`src/verilog/mpc_pkg.sv`:
```
// constants shared by the port pin control block
package mpc_pkg;
  // register byte offsets on the bus
  localparam logic [7:0] OFS_PORT_IN   = 8'h00; // pin levels of all ports
  localparam logic [7:0] OFS_LATCH     = 8'h04; // output latches p2,p3,p5,p6,p7
  localparam logic [7:0] OFS_MODE      = 8'h08; // direction controls
  localparam logic [7:0] OFS_PULLUP    = 8'h0C; // pullup_select_group_a
  localparam logic [7:0] OFS_ALT       = 8'h10; // alternate function enables
  localparam logic [7:0] OFS_EDGE      = 8'h14; // edge mode selects
  localparam logic [7:0] OFS_IRQ_STAT  = 8'h18; // sticky events, write one clears
  localparam logic [7:0] OFS_IRQ_MASK  = 8'h1C; // interrupt mask

  // field positions of the port input word
  localparam int P0_LSB = 0;
  localparam int P1_LSB = 4;
  localparam int P2_LSB = 8;
  localparam int P3_LSB = 12;
  localparam int P5_LSB = 16;
  localparam int P6_LSB = 20;
  localparam int P7_LSB = 24;

  // mode register fields
  localparam int MODE_P2_BIT  = 0;
  localparam int MODE_P5_BIT  = 1;
  localparam int MODE_P7_BIT  = 2;
  localparam int MODE_P67_BIT = 3;
  localparam int MODE_P3_LSB  = 4;
  localparam int MODE_P6_LSB  = 8;

  // pullup register fields
  localparam int PU_P0_BIT = 0;
  localparam int PU_P1_BIT = 1;
  localparam int PU_P2_BIT = 2;
  localparam int PU_P3_BIT = 3;
  localparam int PU_P6_BIT = 4;
  localparam int PU_P7_BIT = 5;

  // alternate function enables
  localparam int ALT_SQA_BIT  = 0;
  localparam int ALT_SQB_BIT  = 1;
  localparam int ALT_PCL_BIT  = 2;
  localparam int ALT_SER_BIT  = 3;

  // edge mode fields
  localparam int EDGE_SEL_LSB   = 0; // two bits, selectable edge input
  localparam int EDGE_NSYNC_BIT = 2; // 1: noise filter in sampled mode
  localparam int EDGE_ASYNC_BIT = 3; // async input: 0 rising, 1 falling
  localparam int EDGE_TEST_BIT  = 4; // test input: 0 rising, 1 falling

  // selectable edge encodings
  localparam logic [1:0] SEL_RISE = 2'h0;
  localparam logic [1:0] SEL_FALL = 2'h1;
  localparam logic [1:0] SEL_BOTH = 2'h2;
  localparam logic [1:0] SEL_OFF  = 2'h3;

  // interrupt status bit positions
  localparam int IRQ_DUAL_BIT = 0;
  localparam int IRQ_SEL_BIT  = 1;
  localparam int IRQ_ASYN_BIT = 2;
  localparam int IRQ_TEST_BIT = 3;
  localparam int IRQ_KEY_BIT  = 4;
  localparam int IRQ_W        = 5;

  // noise filter: samples that must agree
  localparam int NF_SAMPLES   = 3;
  localparam int NF_SLOW_DIV  = 4; // slow sampling divider ratio

  localparam logic [31:0] RST_ZERO = 32'h0000_0000;
endpackage : mpc_pkg

```
`src/verilog/mpc_edge_filter.sv`:
```
// noise filter and edge detector for one synchronised pin
module mpc_edge_filter #(
  parameter int SAMPLES = 3
) (
  input  wire logic clk_i,
  input  wire logic rst_n_i,
  input  wire logic sample_en_i,
  input  wire logic filt_en_i,
  input  wire logic pin_i,
  output logic      rise_o,
  output logic      fall_o
);
  logic [SAMPLES-1:0] shift_reg;
  logic               level_reg;
  wire                all_one  = &shift_reg;
  wire                all_zero = ~|shift_reg;
  // filtered level only moves once every sample agrees
  wire                filt_lvl = all_one ? 1'b1 : (all_zero ? 1'b0 : level_reg);
  wire                new_lvl  = filt_en_i ? filt_lvl : pin_i;

  always_ff @(posedge clk_i or negedge rst_n_i) begin
    if (!rst_n_i) begin
      shift_reg <= '0;
    end else if (sample_en_i) begin
      shift_reg <= {shift_reg[SAMPLES-2:0], pin_i};
    end
  end

  always_ff @(posedge clk_i or negedge rst_n_i) begin
    if (!rst_n_i) begin
      level_reg <= 1'b0;
    end else begin
      level_reg <= new_lvl;
    end
  end

  assign rise_o = new_lvl & ~level_reg;
  assign fall_o = ~new_lvl & level_reg;
endmodule : mpc_edge_filter

```
`src/verilog/mpc_port_ctrl.sv`:
```
// digital port pin control with ahb-lite register slave
// How it works
// input ports always readable, alternate use too
// pullups: port0 3-bit group, port1 4-bit group
// input ports in input mode at reset
// ports 2,5,7 whole-port direction; 3,6 per bit
// ports 6 and 7 as 8-bit pair
// pullups on ports 2,3,6,7 per port
// reset clears latches, ports input hi-z
// port 5 open drain, drives low only
// dual edge interrupt on port0 pin0
// port1 pin0 interrupt edge selectable
// port1 pin0 noise filter, sync or async
// falling edge on any key sets flag
// port1 pin3 feeds timer event pulses
// port2 carries square waves and clock out
// port0 pins 1-3 are serial pins
// software clears latch, sets output first
// test input edge sets test flag
// pins synchronised by two flip-flops
//
// Implementation choices: the AHB-Lite interface to the registers and the address map.
module mpc_port_ctrl (
  input  wire logic        CLOCK_I,
  input  wire logic        RST_N_I,
  input  wire logic        HSEL_I,
  input  wire logic [31:0] HADDR_I,
  input  wire logic [1:0]  HTRANS_I,
  input  wire logic        HWRITE_I,
  input  wire logic [2:0]  HSIZE_I,
  input  wire logic [31:0] HWDATA_I,
  input  wire logic        HREADY_I,
  output logic      [31:0] HRDATA_O,
  output logic             HREADYOUT_O,
  output logic             HRESP_O,
  input  wire logic [3:0]  P0_IN_I,
  input  wire logic [3:0]  P1_IN_I,
  input  wire logic [3:0]  P2_IN_I,
  input  wire logic [3:0]  P3_IN_I,
  input  wire logic [3:0]  P5_IN_I,
  input  wire logic [3:0]  P6_IN_I,
  input  wire logic [3:0]  P7_IN_I,
  output logic      [3:0]  P2_OUT_O,
  output logic      [3:0]  P2_OE_O,
  output logic      [3:0]  P3_OUT_O,
  output logic      [3:0]  P3_OE_O,
  output logic      [3:0]  P5_OUT_O,
  output logic      [3:0]  P5_OE_O,
  output logic      [3:0]  P6_OUT_O,
  output logic      [3:0]  P6_OE_O,
  output logic      [3:0]  P7_OUT_O,
  output logic      [3:0]  P7_OE_O,
  output logic      [2:0]  P0_PULLUP_O,
  output logic      [3:0]  P1_PULLUP_O,
  output logic      [3:0]  P2_PULLUP_O,
  output logic      [3:0]  P3_PULLUP_O,
  output logic      [3:0]  P6_PULLUP_O,
  output logic      [3:0]  P7_PULLUP_O,
  input  wire logic        TIMER_SQUARE_OUT_A_I,
  input  wire logic        TIMER_SQUARE_OUT_B_I,
  input  wire logic        PROG_CLOCK_OUT_I,
  output logic             EVENT_PULSE_O,
  input  wire logic        SER_CLK_OUT_I,
  input  wire logic        SER_CLK_OE_I,
  input  wire logic        SER_DATA_OUT_I,
  input  wire logic        SER_DATA_OE_I,
  output logic             SER_CLK_IN_O,
  output logic             SER_BUS_IN_O,
  output logic             SER_DATA_IN_O,
  output logic             SER_CLK_PIN_O,
  output logic             SER_CLK_PIN_OE_O,
  output logic             SERIAL_OUT_BUS_PIN_O,
  output logic             SERIAL_OUT_BUS_PIN_OE_O,
  output logic             IRQ_O
);
  // ---- synchronisers
  localparam int PW = 28;
  wire  [PW-1:0] pins_raw = {P7_IN_I, P6_IN_I, P5_IN_I, P3_IN_I, P2_IN_I, P1_IN_I, P0_IN_I};
  logic [PW-1:0] sync1_reg;
  logic [PW-1:0] sync2_reg;

  always_ff @(posedge CLOCK_I or negedge RST_N_I) begin
    if (!RST_N_I) begin
      sync1_reg <= '0;
      sync2_reg <= '0;
    end else begin
      sync1_reg <= pins_raw;
      sync2_reg <= sync1_reg;
    end
  end

  wire [3:0] p0_s = sync2_reg[mpc_pkg::P0_LSB +: 4];
  wire [3:0] p1_s = sync2_reg[mpc_pkg::P1_LSB +: 4];
  wire [7:0] key_s = {sync2_reg[mpc_pkg::P7_LSB +: 4], sync2_reg[mpc_pkg::P6_LSB +: 4]};

  // ---- registers
  logic [19:0] latch_reg;
  logic [11:0] mode_reg;
  logic [5:0]  pullup_reg;
  logic [3:0]  alt_reg;
  logic [4:0]  edge_reg;
  logic [mpc_pkg::IRQ_W-1:0] stat_reg;
  logic [mpc_pkg::IRQ_W-1:0] mask_reg;

  // ---- ahb-lite slave, zero wait states
  logic       wr_pend_reg;
  logic [7:0] addr_reg;
  wire        xfer    = HSEL_I & HTRANS_I[1] & HREADY_I;
  wire        rd_take = xfer & ~HWRITE_I;
  wire [7:0]  ra      = HADDR_I[7:0];
  wire        wr_now  = wr_pend_reg;
  wire        wr_latch  = wr_now & (addr_reg == mpc_pkg::OFS_LATCH);
  wire        wr_mode   = wr_now & (addr_reg == mpc_pkg::OFS_MODE);
  wire        wr_pullup = wr_now & (addr_reg == mpc_pkg::OFS_PULLUP);
  wire        wr_alt    = wr_now & (addr_reg == mpc_pkg::OFS_ALT);
  wire        wr_edge   = wr_now & (addr_reg == mpc_pkg::OFS_EDGE);
  wire        wr_stat   = wr_now & (addr_reg == mpc_pkg::OFS_IRQ_STAT);
  wire        wr_mask   = wr_now & (addr_reg == mpc_pkg::OFS_IRQ_MASK);

  always_ff @(posedge CLOCK_I or negedge RST_N_I) begin
    if (!RST_N_I) begin
      wr_pend_reg <= 1'b0;
      addr_reg    <= 8'h00;
    end else begin
      wr_pend_reg <= xfer & HWRITE_I;
      addr_reg    <= HADDR_I[7:0];
    end
  end

  // unmapped offsets read zero; response always okay
  wire [31:0] rd_mux =
    (ra == mpc_pkg::OFS_PORT_IN)  ? {4'h0, sync2_reg} :
    (ra == mpc_pkg::OFS_LATCH)    ? {12'h000, latch_reg} :
    (ra == mpc_pkg::OFS_MODE)     ? {20'h00000, mode_reg} :
    (ra == mpc_pkg::OFS_PULLUP)   ? {26'h0000000, pullup_reg} :
    (ra == mpc_pkg::OFS_ALT)      ? {28'h0000000, alt_reg} :
    (ra == mpc_pkg::OFS_EDGE)     ? {27'h0000000, edge_reg} :
    (ra == mpc_pkg::OFS_IRQ_STAT) ? {27'h0000000, stat_reg} :
    (ra == mpc_pkg::OFS_IRQ_MASK) ? {27'h0000000, mask_reg} : 32'h0000_0000;

  always_ff @(posedge CLOCK_I or negedge RST_N_I) begin
    if (!RST_N_I) begin
      HRDATA_O <= mpc_pkg::RST_ZERO;
    end else if (rd_take) begin
      HRDATA_O <= rd_mux;
    end
  end

  always_ff @(posedge CLOCK_I or negedge RST_N_I) begin
    if (!RST_N_I) begin
      HREADYOUT_O <= 1'b0;
      HRESP_O     <= 1'b0;
    end else begin
      HREADYOUT_O <= 1'b1;
      HRESP_O     <= 1'b0;
    end
  end

  // reset clears latches and puts everything in input mode
  always_ff @(posedge CLOCK_I or negedge RST_N_I) begin
    if (!RST_N_I) begin
      latch_reg  <= '0;
      mode_reg   <= '0;
      pullup_reg <= '0;
      alt_reg    <= '0;
      edge_reg   <= '0;
      mask_reg   <= '0;
    end else begin
      if (wr_latch)  latch_reg  <= HWDATA_I[19:0];
      if (wr_mode)   mode_reg   <= HWDATA_I[11:0];
      if (wr_pullup) pullup_reg <= HWDATA_I[5:0];
      if (wr_alt)    alt_reg    <= HWDATA_I[3:0];
      if (wr_edge)   edge_reg   <= HWDATA_I[4:0];
      if (wr_mask)   mask_reg   <= HWDATA_I[mpc_pkg::IRQ_W-1:0];
    end
  end

  // ---- direction decode
  wire       p67_pair = mode_reg[mpc_pkg::MODE_P67_BIT];
  wire [3:0] p2_dir = {4{mode_reg[mpc_pkg::MODE_P2_BIT]}};
  wire [3:0] p5_dir = {4{mode_reg[mpc_pkg::MODE_P5_BIT]}};
  wire [3:0] p3_dir = mode_reg[mpc_pkg::MODE_P3_LSB +: 4];
  // pair mode overrides both halves with one direction
  wire [3:0] p6_dir = p67_pair ? 4'hF : mode_reg[mpc_pkg::MODE_P6_LSB +: 4];
  wire [3:0] p7_dir = {4{mode_reg[mpc_pkg::MODE_P7_BIT] | p67_pair}};

  // square waves and the clock out replace the latch on port 2 pins whose alt_reg enable is set; the latch and direction are not checked
  wire [3:0] p2_alt = {1'b0, PROG_CLOCK_OUT_I, TIMER_SQUARE_OUT_B_I, TIMER_SQUARE_OUT_A_I};
  wire [3:0] p2_sel = {1'b0, alt_reg[mpc_pkg::ALT_PCL_BIT], alt_reg[mpc_pkg::ALT_SQB_BIT],
                       alt_reg[mpc_pkg::ALT_SQA_BIT]};
  wire [3:0] p2_lat = latch_reg[3:0];
  wire [3:0] p2_val = (p2_sel & p2_alt) | (~p2_sel & p2_lat);
  wire [3:0] p3_lat = latch_reg[7:4];
  wire [3:0] p5_lat = latch_reg[11:8];
  wire [3:0] p6_lat = latch_reg[15:12];
  wire [3:0] p7_lat = latch_reg[19:16];

  always_ff @(posedge CLOCK_I or negedge RST_N_I) begin
    if (!RST_N_I) begin
      P2_OUT_O <= 4'h0;
      P2_OE_O  <= 4'h0;
      P3_OUT_O <= 4'h0;
      P3_OE_O  <= 4'h0;
      P5_OUT_O <= 4'h0;
      P5_OE_O  <= 4'h0;
      P6_OUT_O <= 4'h0;
      P6_OE_O  <= 4'h0;
      P7_OUT_O <= 4'h0;
      P7_OE_O  <= 4'h0;
    end else begin
      P2_OUT_O <= p2_val;
      P2_OE_O  <= p2_dir;
      P3_OUT_O <= p3_lat;
      P3_OE_O  <= p3_dir;
      P5_OUT_O <= 4'h0;
      P5_OE_O  <= p5_dir & ~p5_lat;
      P6_OUT_O <= p6_lat;
      P6_OE_O  <= p6_dir;
      P7_OUT_O <= p7_lat;
      P7_OE_O  <= p7_dir;
    end
  end

  // pullups act only on pins in input mode
  always_ff @(posedge CLOCK_I or negedge RST_N_I) begin
    if (!RST_N_I) begin
      P0_PULLUP_O <= 3'h0;
      P1_PULLUP_O <= 4'h0;
      P2_PULLUP_O <= 4'h0;
      P3_PULLUP_O <= 4'h0;
      P6_PULLUP_O <= 4'h0;
      P7_PULLUP_O <= 4'h0;
    end else begin
      P0_PULLUP_O <= {3{pullup_reg[mpc_pkg::PU_P0_BIT]}};
      P1_PULLUP_O <= {4{pullup_reg[mpc_pkg::PU_P1_BIT]}};
      P2_PULLUP_O <= {4{pullup_reg[mpc_pkg::PU_P2_BIT]}} & ~p2_dir;
      P3_PULLUP_O <= {4{pullup_reg[mpc_pkg::PU_P3_BIT]}} & ~p3_dir;
      P6_PULLUP_O <= {4{pullup_reg[mpc_pkg::PU_P6_BIT]}} & ~p6_dir;
      P7_PULLUP_O <= {4{pullup_reg[mpc_pkg::PU_P7_BIT]}} & ~p7_dir;
    end
  end

  // ---- serial pins on port 0, gated so reset leaves them inputs
  wire ser_en = alt_reg[mpc_pkg::ALT_SER_BIT];
  always_ff @(posedge CLOCK_I or negedge RST_N_I) begin
    if (!RST_N_I) begin
      SER_CLK_IN_O            <= 1'b0;
      SER_BUS_IN_O            <= 1'b0;
      SER_DATA_IN_O           <= 1'b0;
      SER_CLK_PIN_O           <= 1'b0;
      SER_CLK_PIN_OE_O        <= 1'b0;
      SERIAL_OUT_BUS_PIN_O    <= 1'b0;
      SERIAL_OUT_BUS_PIN_OE_O <= 1'b0;
      EVENT_PULSE_O           <= 1'b0;
    end else begin
      SER_CLK_IN_O            <= p0_s[1];
      SER_BUS_IN_O            <= p0_s[2];
      SER_DATA_IN_O           <= p0_s[3];
      SER_CLK_PIN_O           <= SER_CLK_OUT_I;
      SER_CLK_PIN_OE_O        <= ser_en & SER_CLK_OE_I;
      SERIAL_OUT_BUS_PIN_O    <= SER_DATA_OUT_I;
      SERIAL_OUT_BUS_PIN_OE_O <= ser_en & SER_DATA_OE_I;
      EVENT_PULSE_O           <= p1_s[3];
    end
  end

  // ---- edge detection
  logic [3:0] prev_reg;
  logic [7:0] key_prev_reg;
  logic [1:0] div_reg;
  wire        slow_tick = (div_reg == 2'(mpc_pkg::NF_SLOW_DIV - 1));
  wire        sel_rise;
  wire        sel_fall;

  always_ff @(posedge CLOCK_I or negedge RST_N_I) begin
    if (!RST_N_I) begin
      prev_reg     <= 4'h0;
      key_prev_reg <= 8'h00;
      div_reg      <= 2'h0;
    end else begin
      prev_reg     <= {1'b0, p1_s[2], p1_s[1], p0_s[0]};
      key_prev_reg <= key_s;
      div_reg      <= slow_tick ? 2'h0 : div_reg + 2'h1;
    end
  end

  // filter trades latency for rejection of short glitches
  mpc_edge_filter #(
    .SAMPLES (mpc_pkg::NF_SAMPLES)
  ) u_sel_filter (
    .clk_i       (CLOCK_I),
    .rst_n_i     (RST_N_I),
    .sample_en_i (slow_tick),
    .filt_en_i   (edge_reg[mpc_pkg::EDGE_NSYNC_BIT]),
    .pin_i       (p1_s[0]),
    .rise_o      (sel_rise),
    .fall_o      (sel_fall)
  );

  wire [1:0] sel_mode = edge_reg[mpc_pkg::EDGE_SEL_LSB +: 2];
  wire ev_dual = p0_s[0] ^ prev_reg[0];
  wire ev_sel  = (sel_mode == mpc_pkg::SEL_RISE) ? sel_rise :
                 (sel_mode == mpc_pkg::SEL_FALL) ? sel_fall :
                 (sel_mode == mpc_pkg::SEL_BOTH) ? (sel_rise | sel_fall) : 1'b0;
  wire ev_asyn = edge_reg[mpc_pkg::EDGE_ASYNC_BIT] ? (~p1_s[1] & prev_reg[1])
                                                   : (p1_s[1] & ~prev_reg[1]);
  wire ev_test = edge_reg[mpc_pkg::EDGE_TEST_BIT] ? (~p1_s[2] & prev_reg[2])
                                                  : (p1_s[2] & ~prev_reg[2]);
  wire ev_key  = |(~key_s & key_prev_reg);
  wire [mpc_pkg::IRQ_W-1:0] events = {ev_key, ev_test, ev_asyn, ev_sel, ev_dual};
  wire [mpc_pkg::IRQ_W-1:0] clr    = wr_stat ? HWDATA_I[mpc_pkg::IRQ_W-1:0] : '0;

  // a new event wins over a same-cycle clear
  always_ff @(posedge CLOCK_I or negedge RST_N_I) begin
    if (!RST_N_I) begin
      stat_reg <= '0;
      IRQ_O    <= 1'b0;
    end else begin
      stat_reg <= (stat_reg & ~clr) | events;
      IRQ_O    <= |(((stat_reg & ~clr) | events) & mask_reg);
    end
  end
endmodule : mpc_port_ctrl

```
`config.mk`:
```
export PLATFORM = sky130hd
export DESIGN_NAME = mpc_port_ctrl
export DESIGN_NICKNAME = d
export VERILOG_FILES = /design/src/verilog/mpc_pkg.sv /design/src/verilog/mpc_edge_filter.sv /design/src/verilog/mpc_port_ctrl.sv
export SDC_FILE = /design/constraint.sdc
export NUM_CORES = 1
export LEC_CHECK = 0
export BUFFER_PORTS_ARGS = -buffer_cell sky130_fd_sc_hd__buf_2
export CORE_AREA = 2 2 165 167
export CTS_BUF_LIST = sky130_fd_sc_hd__clkbuf_2
export DETAILED_ROUTE_END_ITERATION = 16
export DIE_AREA = 0 0 167 169
export GPL_ROUTABILITY_DRIVEN = 0
export GPL_TIMING_DRIVEN = 0
export PLACE_DENSITY = 0.52
export SLEW_MARGIN = 0
export SYNTH_ARGS = -nofsm -noshare
export SYNTH_HDL_FRONTEND = slang
export SYNTH_HIERARCHICAL = 1
export SYNTH_SLANG_ARGS = --single-unit
```
`constraint.sdc`:
```
create_clock -name CLOCK_I -period 2.5 [get_ports CLOCK_I]
set_input_delay 0.25 -clock CLOCK_I [delete_from_list [all_inputs] [get_ports CLOCK_I]]
set_output_delay 0.25 -clock CLOCK_I [all_outputs]
set_load 0.01 [all_outputs]
```
Word-level counts from Yosys, hierarchy flattened
Index checks and enable logic that the tools add are counted.

cells by class
  $add $sub $neg = 1
  eq/ne operators = 17
  muxes and demuxes = 19
  bitwise operators = 49
  reductions and logical operators = 6

operator list
  cell                                                              count
  8-bit by 5-bit == test with 1-bit output (second input constant)  8
  8-bit by 4-bit == test with 1-bit output (second input constant)  4
  28-bit two-way mux                                                1
  5-bit two-way mux                                                 5
  4-bit AND                                                         6
  20-bit two-way mux                                                1
  4-bit NOT                                                         5
  1-bit AND                                                         19
  8-bit by 3-bit == test with 1-bit output (second input constant)  2
  12-bit two-way mux                                                1
  5-bit AND                                                         2
  8-bit AND                                                         1
  8-bit logical NOT                                                 1
  1-bit two-way mux                                                 8
  8-bit NOT                                                         1
  8-bit OR reduction                                                1
  1-bit NOT                                                         7
  6-bit two-way mux                                                 1
  5-bit NOT                                                         1
  5-bit OR                                                          1
  5-bit OR reduction                                                1
  2-bit == test (second input constant)                             2
  4-bit two-way mux                                                 1
  3-bit NOT with 4-bit output                                       1
  10 further kinds                                                  11

word-level totals
  register bits = 229
  input port bits = 109
  word-level logic and storage cells = 134

Logic depth before layout (Yosys ltp)
Gate-level depths: netlist of the first run.

  word-level depth = 13
  depth in mapped cells = 8
  depth with buffers taken out = 8

By module
The synthesis of the first run kept the hierarchy.

modules (own cells, without submodules)
  module           instances  cells each  area an instance (sq um)  sequential area each (sq um)
  mpc_port_ctrl    1          553         7572.3                    5380.2
  mpc_edge_filter  1          18          207.7                     100.1

Worst setup path after synthesis of the first run
No wires, ideal clock.

  path kind = register to register
  start = register addr_reg[5]
  end = register IRQ_O
  setup time = 131 ps
  arrival = 1825 ps
  data required time = 2369 ps
  setup slack = 544 ps
  cell stages (with the launch flop) = 7
  clock period less this slack = 1956 ps
  cells stage by stage = dfrtp_1 > or4b_1 > buf_2 > o41ai_4 > o221ai_2 > a222oi_1 > nand2_1

on the way
  cells in the longest elaborated chain, start to end = 8

RTL lines
  what                                      RTL line              RTL
  from (decl)                               mpc_port_ctrl.sv:107  logic [7:0] addr_reg;
  from (signal assigned)                    mpc_port_ctrl.sv:126  addr_reg <= HADDR_I[7:0];
  8-bit by 5-bit == test with 1-bit output  mpc_port_ctrl.sv:117  wire wr_stat = wr_now & (addr_reg == mpc_pkg::OFS_IRQ_STAT);
  1-bit AND                                 mpc_port_ctrl.sv:117
  5-bit two-way mux                         mpc_port_ctrl.sv:311  wire [mpc_pkg::IRQ_W-1:0] clr = wr_stat ? HWDATA_I[mpc_pkg::IRQ_W-1:0] : '0;
  5-bit NOT                                 mpc_port_ctrl.sv:320  IRQ_O <= |(((stat_reg & ~clr) | events) & mask_reg);
  5-bit AND                                 mpc_port_ctrl.sv:320
  5-bit OR                                  mpc_port_ctrl.sv:320
  5-bit AND                                 mpc_port_ctrl.sv:320
  5-bit OR reduction                        mpc_port_ctrl.sv:320
  to (signal assigned)                      mpc_port_ctrl.sv:320
  to (decl)                                 mpc_port_ctrl.sv:74   output logic IRQ_O

Every way passes these cells.
A chain may end at the register's enable or synchronous reset.

Final worst setup path of the first run
Ends and elaborated chain as after synthesis.

==> impl_metrics.yaml, run 1 <==
synth:
  synth_cell_types: 47
  synth_top_area_cell: "dfrtp_1"
  synthCells: 571
  synth.most_common_cell: "dfrtp_1"
  avgSynthCellArea_um2: 13.6
  synth_area_leaders: "dfrtp_1 (70%), mux2_2 (5.5%), nand2_1 (2.7%)"
  ys_ff_latch: 219
  syn-cell-area_um2: 7780
  synthTopCellsByCount: "dfrtp_1 (219), nand2_1 (55), nor2_1 (40)"
  ys_seq_area_frac: 0.704
  synth_top_area_frac: 0.704
  postSynth.asyncResetShare: 1.00
  ys.flop_type: "dfrtp_1"
  yosysWarnings: 6
  synth-edff-count: 0
setup_path:
  path_max_fanout: 6
  required_ns: 3.15
  crit_chain: "or4b_1 -> buf_2 -> o41ai_2 -> nand4_1 -> a222oi_1 -> nand2_1"
  critPathKind: "flip-flop to flip-flop"
  cp_slowest_cell: "or4b_1"
  cpPeakStageDelay_ns: 0.50
  arrival_ns: 2.99
  end_kind: "flip-flop"
  start_kind: "flip-flop"
clock_tree:
  cts_buffers: 58
  htree_levels: 2
  cts-root-buf: "clkbuf_2"
  cts_tree: "yes"
  path_clk_slew_ns: 0.11
  post_cts_buffers: 0
  ctsLongestPathBuffers: 3
  cts.sinks: 219
  worstSkewPairLatency_ns: 0.81
routing:
  postRouteAntennaNets: 0
  vias: 5480
  avgRoutedWirePerCell_um: 16.0
  drt_iter0_drc: 240
  postRouteWirelength_um: 20400
  drc: 0
  vias_per_cell: 4.31
  drt_first_pass_iters: 4
timing:
  min_period_over_period: 0.933
  timing.slew.headroom: 0.180
  hold_violations: 0
  fmax_mhz: 429
  slew_viol_final: 0
  min_period_ns: 2.33
  fin_tns_setup_ns: 0
  finalWorstSetupSlack_ns: 0.167
  fin_skew_ns: 0.0537
  rsz0062_at_grt: "no"
  worstMarginPinSlew_ns: 1.22
  setup_viol: 0
power_and_ir_drop:
  power_leakage_nw: 5.08
  ir_worst_vdd_mv: 0.284
  power_density_nw_per_um2: 626
  power_w: 0.00660
finish:
  syn_to_final_growth_pct: 35.5
  postLayoutCellArea_um2: 10500
  post_route_cells_drive_above_1_share: 0.358
  num-fill-cells: 2589
  multi_input_area_um2: 2020
  fin_nets: 1007
  regArea_um2: 5480
placement:
  post_dp_cell_area_um2: 9130
  portBuffers: 165
  dp_slack_ns: -0.0440
  dp_hpwl_um: 13800
floorplan:
  ios: 215
  fp.coreArea_um2: 26500
  fp.dieH_um: 169
  die_w_um: 167
  rows: 60
  dieArea_um2: 28200
  start_util: 0.294
global_routing:
  grt_usage: 0.147
  grt_max_degree: 87
  grt_first_pass_wirelength_um: 31800
  grt_overflow_total: 0
  antenna_found_initial: 1
  grt_pass1_vias: 5699
status:
  status: "finished, final reports clean"
min_path:
  hp-class: "input port to flip-flop"
job:
  drv_cap: 0
==> worst max-delay path, delay by kind of cell (launching register included) <==
family | cells | cell delay, ns
AO/OA/AOI/OAI | 2 | 0.72
buffers and inverters | 1 | 0.19
flip-flops | 1 | 0.40
AND/OR/NAND/NOR | 3 | 0.86
==> metal layers <==
metal	share of wire	up-vias	wire length, µm	GRT usage
met4	0.019	0	382	0.0484
met2	0.47	184	9530	0.235
met5	0	-	0	0
met3	0.054	41	1100	0.0381
met1	0.46	2646	9350	0.195
li1	-	2609	-	-
==> path summary, 6_finish.rpt <==
check                              start             end  cells after the start  slack [ns]
max                          addr_reg[5]           IRQ_O                      6        0.17
max in group asynchronous        RST_N_I  P6_PULLUP_O[2]                      5        1.15
min                           P0_IN_I[0]    sync1_reg[0]                      2        0.12
min in group asynchronous        RST_N_I    latch_reg[1]                      4        0.56
max reg2reg                  addr_reg[5]           IRQ_O                      6        0.17
min reg2reg                sync1_reg[25]   sync2_reg[25]                      0        0.33
==> timing repair <==
| item | CTS | global route |
|---|---|---|
| gates resized for setup | 1 | 1 |
| hold endpoints to repair | 238 | 0 |
| pin swaps | 0 | 0 |
| setup endpoints to repair | 1 | 10 |
| hold buffers | 91 | 0 |
==> where the power goes <==
group | total [W] | internal, W | switching, W
Sequential | 0.00375 | 0.00368 | 0.0000754
Clock | 0.00231 | 0.000920 | 0.00139
Combinational | 0.000540 | 0.000270 | 0.000270
Total | 0.00660 | 0.00487 | 0.00173
==> cells by family (layout without fill, tap and decap cells) <==
family	after synthesis	after routing	synth area share
AOI/OAI and AO/OA	82	82	0.0727
xor gates and xnor gates	2	2	0.00225
adders and majority gates	1	1	0.00161
buffers and inverters	58	408	0.0410
DFF	219	219	0.704
muxes	54	54	0.0836
other	2	11	0.000965
and+or+nand+nor	153	153	0.0934
==> placed cells by master (no fill, tap or decap), types with 14 or more instances in the layout <==
master / count
dfrtp_1: 219
buf_2: 167
dlygate4sd3_1: 90
clkbuf_2: 76
nand2_1: 55
nor2_1: 40
mux2_2: 38
o21ai_0: 29
buf_4: 26
nor2b_1: 19
clkbuf_1: 14
==> cell type report <==
class	instances	share of cell area
Sequential cell	219	0.520
Multi-Input combinational cell	302	0.192
Timing Repair Buffer	258	0.173
Tap cell	341	0.0405
Clock buffer	76	0.0361
Buffer	45	0.0256
Clock inverter	16	0.00843
Inverter	13	0.00463
Antenna cell	1	0.000237
==> per-stage QoR <==
step / hold slack [ns] / std cells / util
2_1_floorplan: -0.0456 / 579 / -
3_3_place_gp: 0.331 / 1085 / 0.342
3_5_place_dp: 0.230 / 1087 / 0.344
4_1_cts: 0.00137 / 1270 / 0.397
5_1_grt: 0.000570 / 1271 / 0.398
6_report: 0.117 / 1271 / 0.398
No activity file was read; power rests on OpenSTA's default activity.
==> inputs of run 2 (changes only) <==
--- a/config.mk
+++ b/config.mk
@@ -6,13 +6,14 @@
 export NUM_CORES = 1
 export LEC_CHECK = 0
 export BUFFER_PORTS_ARGS = -buffer_cell sky130_fd_sc_hd__buf_2
-export CORE_AREA = 2 2 165 167
+export CORE_AREA = 2 2 153 155
 export CTS_BUF_LIST = sky130_fd_sc_hd__clkbuf_2
 export DETAILED_ROUTE_END_ITERATION = 16
-export DIE_AREA = 0 0 167 169
+export DIE_AREA = 0 0 155 157
 export GPL_ROUTABILITY_DRIVEN = 0
 export GPL_TIMING_DRIVEN = 0
-export PLACE_DENSITY = 0.52
+export PLACE_DENSITY = 0.58
+export SETUP_SLACK_MARGIN = 0.5
 export SLEW_MARGIN = 0
 export SYNTH_ARGS = -nofsm -noshare
 export SYNTH_HDL_FRONTEND = slang
==> run 2 against run 1 <==
- first-iteration DRC count decreased by 2.5%
- sequential share of layout area about the same
- register-to-register slack improved by 0.15 ns
- largest power group unchanged
==> impl_metrics.yaml, run 2 (synthesis results as in run 1) <==
routing:
  drt_iter0_drc: 234
  vias_per_cell: 4.51
  vias: 5496
  drc: 0
  postRouteWirelength_um: 19500
  postRouteAntennaNets: 0
  drt_first_pass_iters: 4
  avgRoutedWirePerCell_um: 16.0
finish:
  multi_input_area_um2: 2100
  num-fill-cells: 2101
  fin_nets: 1003
  post_route_cells_drive_above_1_share: 0.378
  post-route-util: 0.468
  regArea_um2: 5480
  final_common_cell: "dfrtp_1"
  syn_to_final_growth_pct: 35.4
  final_cell_mix: "dfrtp_1 (219), buf_2 (165), clkbuf_2 (82)"
global_routing:
  grt_usage: 0.166
  grt_max_degree: 90
  antenna_found_initial: 2
  grt_pass1_vias: 5683
  grt_first_pass_wirelength_um: 31100
  grt_overflow_total: 0
timing:
  worstMarginPinSlew_ns: 0.760
  fin_tns_setup_ns: 0
  slew_viol_final: 0
  rsz0062_at_grt: "yes"
  min_period_over_period: 0.872
  timing.slew.headroom: 0.491
  hold_violations: 0
  setup_viol: 0
  min_period_ns: 2.18
  fmax_mhz: 459
  fin_skew_ns: 0.0438
setup_path:
  required_ns: 3.17
  path_max_fanout: 3
  cpPeakStageDelay_ns: 0.59
  crit_cells: 5
  r2r_setup_slack_ns: 0.32
  arrival_ns: 2.85
  start_kind: "flip-flop"
  end_kind: "flip-flop"
  crit_chain: "or4bb_4 -> o41ai_4 -> nand4_1 -> a222oi_1 -> nand2_1"
  reg2reg_depth: 5
  cp_slowest_cell: "or4bb_4"
  critPathTopFamily: "simple AND/OR/NAND/NOR gates"
  worst-path-buf-inv: 0
  critPathKind: "flip-flop to flip-flop"
min_path:
  hp-class: "input port to flip-flop"
  holdPathStages: 2
placement:
  dp_hpwl_um: 12900
  portBuffers: 165
clock_tree:
  htree_levels: 2
  ctsLongestPathBuffers: 3
  cts-root-buf: "clkbuf_2"
  cts.sinks: 219
  cts_buffers: 58
  worstSkewPairLatency_ns: 0.80
  cts_tree: "yes"
  path_clk_slew_ns: 0.11
floorplan:
  dieArea_um2: 24300
  fp.dieH_um: 157
  die_w_um: 155
  start_util: 0.346
  fp.coreArea_um2: 22500
  rows: 55
  ios: 215
power_and_ir_drop:
  power_density_nw_per_um2: 625
  power_leakage_nw: 5.11
  ir_worst_vdd_mv: 0.399
job:
  drv_cap: 0
status:
  status: "finished, final reports clean"
-- run 2: changes by cell type in the layout (fill, tap and decap cells not counted), sizes merged --
cell and change:
dlygate4sd3 -9, inv -2, bufinv -1, buf +5
clkinv +5, clkbuf +6
-- run 2: layout make-up --
| cell class | instances | area share |
|---|---|---|
| Antenna cell | 1 | 0.000238 |
| Buffer | 45 | 0.0272 |
| Clock buffer | 82 | 0.0390 |
| Clock inverter | 18 | 0.00665 |
| Inverter | 13 | 0.00463 |
| Multi-Input combinational cell | 302 | 0.199 |
| Sequential cell | 219 | 0.520 |
| Tap cell | 285 | 0.0339 |
| Timing Repair Buffer | 254 | 0.169 |
-- run 2: what timing repair did --
item | 4_1_cts | 5_1_grt
hold buffers | 82 | 0
pin swaps | 7 | 1
endpoints found under the hold margin | 325 | 0
setup buffers | 5 | 0
resized for setup | 13 | 8
setup endpoints to repair | 31 | 28
-- run 2: routing by layer --
| layer | vias up | wire length, µm | GRT usage |
|---|---|---|---|
| li1 | 2611 | - | - |
| met1 | 2647 | 8820 | 0.220 |
| met2 | 196 | 9020 | 0.263 |
| met3 | 40 | 1290 | 0.0468 |
| met4 | 2 | 380 | 0.0595 |
| met5 | - | 13 | 0 |
-- run 2: stage by stage --
stage	instance area (µm²)	hold WS [ns]	std cells	worst slack [ns]	power, W
after floorplan	7810	-0.0456	579	0.544	0.00398
after global placement	8990	0.331	1029	-2.64	0.00423
after detailed placement	9060	0.187	1031	0.0684	0.00425
after CTS	10500	0.00594	1218	0.325	0.00672
after global routing	10500	0.0123	1219	0.268	0.00699
final	10500	0.100	1219	0.320	0.00658
-- run 2: report_power, final --
part / leakage, nW / internal, W / switching (W)
Sequential: 2.56 / 0.00368 / 0.0000742
Combinational: 2.18 / 0.000266 / 0.000271
Clock: 0.374 / 0.000875 / 0.00142
Total: 5.11 / 0.00482 / 0.00176
-- run 2: final timing paths --
check / start / to
setup / recovery: addr_reg[0] / IRQ_O
hold / removal: HADDR_I[3] / addr_reg[3]
setup reg to reg: addr_reg[0] / IRQ_O
hold reg to reg: sync1_reg[1] / sync2_reg[1]
max in group asynchronous: RST_N_I / P7_OUT_O[1]
min in group asynchronous: RST_N_I / sync1_reg[5]
==> inputs of run 3 (changes only) <==
--- a/config.mk
+++ b/config.mk
@@ -6,16 +6,15 @@
 export NUM_CORES = 1
 export LEC_CHECK = 0
 export BUFFER_PORTS_ARGS = -buffer_cell sky130_fd_sc_hd__buf_2
-export CORE_AREA = 2 2 153 155
+export CORE_AREA = 2 2 128 130
 export CTS_BUF_LIST = sky130_fd_sc_hd__clkbuf_2
 export DETAILED_ROUTE_END_ITERATION = 16
-export DIE_AREA = 0 0 155 157
+export DIE_AREA = 0 0 130 132
 export GPL_ROUTABILITY_DRIVEN = 0
 export GPL_TIMING_DRIVEN = 0
-export PLACE_DENSITY = 0.58
+export PLACE_DENSITY = 0.78
 export SETUP_SLACK_MARGIN = 0.5
 export SLEW_MARGIN = 0
 export SYNTH_ARGS = -nofsm -noshare
 export SYNTH_HDL_FRONTEND = slang
-export SYNTH_HIERARCHICAL = 1
 export SYNTH_SLANG_ARGS = --single-unit
==> run 3 against run 2 <==
- worst hold slack got worse by 0.024 ns
- via count rose by 2.2%
- worst setup slack got worse by 0.024 ns
- non-clock buffer count fell by 4
- clock-buffer cell count fell by 6
- first-iteration DRC count rose by 26%
- sequential power barely moved
- synthesized cell count rose by 0.35%
- cell count fell by 6.3%
- die area fell by 29%
- highest routed layer is now met4
==> impl_metrics.yaml, run 3 <==
status:
  status: "finished, final reports clean"
synth:
  yosys.area_share.simple: 0.0951
  synth.most_common_cell: "dfrtp_1"
  synthTopCellsByCount: "dfrtp_1 (219), nand2_1 (59), nor2_1 (40)"
  synth_top_family_by_area: "simple AND/OR/NAND/NOR gates"
  synth_top_area_frac: 0.704
  avgSynthCellArea_um2: 13.6
  ys.flop_type: "dfrtp_1"
  synthAdderAreaFrac: 0.00321
  synth-edff-count: 0
  synthCells: 573
  syn-cell-area_um2: 7790
  synth_xor_area_frac: 0.00112
  ys_seq_area_frac: 0.704
  synth_cell_types: 45
  synth_top_area_cell: "dfrtp_1"
  yosysWarnings: 0
  synth_mux_area_frac: 0.0848
  ys_ff_latch: 219
  postSynth.asyncResetShare: 1.00
  synth_area_leaders: "dfrtp_1 (70%), mux2_2 (5.5%), nand2_1 (2.8%)"
  synth-compound-area-share: 0.0708
setup_path:
  arrival_ns: 2.87
  critPathTopFamily: "compound AO/OA/AOI/OAI gates"
  critPathKind: "flip-flop to flip-flop"
  required_ns: 3.16
  end_kind: "flip-flop"
  crit_chain: "or4b_4 -> buf_6 -> o41ai_4 -> o221ai_2 -> a222oi_1 -> nand2_1"
  path_max_fanout: 6
  cp_slowest_cell: "or4b_4"
  worst-path-buf-inv: 1
  start_kind: "flip-flop"
  cpPeakStageDelay_ns: 0.54
clock_tree:
  path_clk_slew_ns: 0.12
  cts-root-buf: "clkbuf_2"
  cts_tree: "yes"
  ctsLongestPathBuffers: 3
  cts_buffers: 53
  worstSkewPairLatency_ns: 0.81
  cts.sinks: 219
  htree_levels: 2
finish:
  diodes: 0
  post-route-util: 0.661
  fin_nets: 997
  post_route_cells_drive_above_1_share: 0.379
  syn_to_final_growth_pct: 33.4
  final_cell_mix: "dfrtp_1 (219), buf_2 (165), clkbuf_2 (78)"
  num-fill-cells: 1182
  final_common_cell: "dfrtp_1"
timing:
  min_period_over_period: 0.882
  setup_viol: 0
  worst_hold_slack_ns: 0.0766
  slew_viol_final: 0
  timing.slew.headroom: 0.569
  min_period_ns: 2.20
  hold_violations: 0
  finalWorstSetupSlack_ns: 0.296
  fin_skew_ns: 0.0678
  fin_tns_setup_ns: 0
  rsz0062_at_grt: "yes"
  fmax_mhz: 454
  worstMarginPinSlew_ns: 0.644
routing:
  vias_per_cell: 4.92
  vias: 5615
  drt_first_pass_iters: 6
  postRouteWirelength_um: 19500
  drc: 0
  met3_length_um: 1540
  route.met2.wl_um: 9820
  drt_iter0_drc: 296
  maxUsedRoutingLayer: "met4"
  avgRoutedWirePerCell_um: 17.0
  postRouteAntennaNets: 0
  m1WireLength_um: 7630
placement:
  dp_hpwl_um: 12600
  dp_slack_ns: 0.120
  portBuffers: 165
global_routing:
  grt_pass1_vias: 6013
  grt_overflow_total: 0
  grt_max_degree: 78
  antenna_found_initial: 0
  grt_usage: 0.227
  grt_first_pass_wirelength_um: 30100
floorplan:
  fp.dieH_um: 132
  die_w_um: 130
  start_util: 0.496
  dieArea_um2: 17200
  rows: 46
  fp.coreArea_um2: 15700
  ios: 215
job:
  drv_cap: 0
power_and_ir_drop:
  power_w: 0.00670
  ir_worst_vdd_mv: 0.473
  power_density_nw_per_um2: 645
  power_leakage_nw: 5.12
min_path:
  hp-class: "input port to flip-flop"
==> run 3: cell types whose count changed after synthesis, sizes merged, moves of 2 or more <==
| cell | delta |
|---|---|
| o31ai | -3 |
| o21ai | +4 |
| a21oi | -3 |
| nor2b | +2 |
| a22oi | -2 |
| nand2 | +4 |
==> run 3: final timing paths <==
check	from	to	slack, ns	depth (start not counted)
worst max-delay path	addr_reg[6]	IRQ_O	0.30	6
worst min-delay path	P0_IN_I[1]	sync1_reg[1]	0.08	2
worst max register to register	addr_reg[6]	IRQ_O	0.30	6
worst min register to register	sync1_reg[7]	sync2_reg[7]	0.34	0
max in group asynchronous	RST_N_I	P7_OUT_O[3]	1.18	4
min in group asynchronous	RST_N_I	sync2_reg[18]	0.56	3
==> run 3: per-layer routing <==
layer  vias to the layer above  GRT usage
met1                      2743      0.276
li1                       2592          -
met5                         -          0
met3                        33     0.0747
met4                         0     0.0812
met2                       247      0.379
==> run 3: metrics by stage <==
step                std cells  cell area [µm²]
finish                   1142            10400
global route             1142            10400
CTS                      1131            10300
detailed placement        964             8980
global placement          962             8920
floorplan                 581             7820
==> run 3: logic make-up after synthesis <==
family | Yosys count
flip-flops | 219
AND/OR/NAND/NOR | 156
AO/OA/AOI/OAI | 81
buffers and inverters | 57
multiplexers | 55
adder cells (fa/ha/maj) | 2
other | 2
XOR/XNOR | 1
==> run 3: layout make-up <==
| cell class | instances | area (µm²) | share of cell area |
|---|---|---|---|
| Sequential cell | 219 | 5480 | 0.527 |
| Buffer | 45 | 285 | 0.0275 |
| Clock buffer | 76 | 380 | 0.0366 |
| Multi-Input combinational cell | 305 | 2100 | 0.202 |
| Tap cell | 216 | 270 | 0.0260 |
| Timing Repair Buffer | 250 | 1700 | 0.164 |
| Inverter | 12 | 45.0 | 0.00434 |
| Clock inverter | 19 | 128 | 0.0123 |
==> run 3: where the power goes <==
part	switching (W)	internal [W]
Clock	0.00138	0.00102
Combinational	0.000280	0.000257
Sequential	0.0000798	0.00368
==> run 3: worst register-to-register path: stages (launching register included) <==
cell      delay (ns)
dfrtp_1         0.41
or4b_4          0.54
buf_6           0.16
o41ai_4         0.29
o221ai_2        0.16
a222oi_1        0.38
nand2_1         0.14
==> run 3: repair_timing <==
item                       4_1_cts  5_1_grt
hold buffers                    69        4
hold endpoints to repair       330        4
pin swaps                        3        4
resized for setup               11       11
setup endpoints to repair       31       38
setup buffers                    3        7
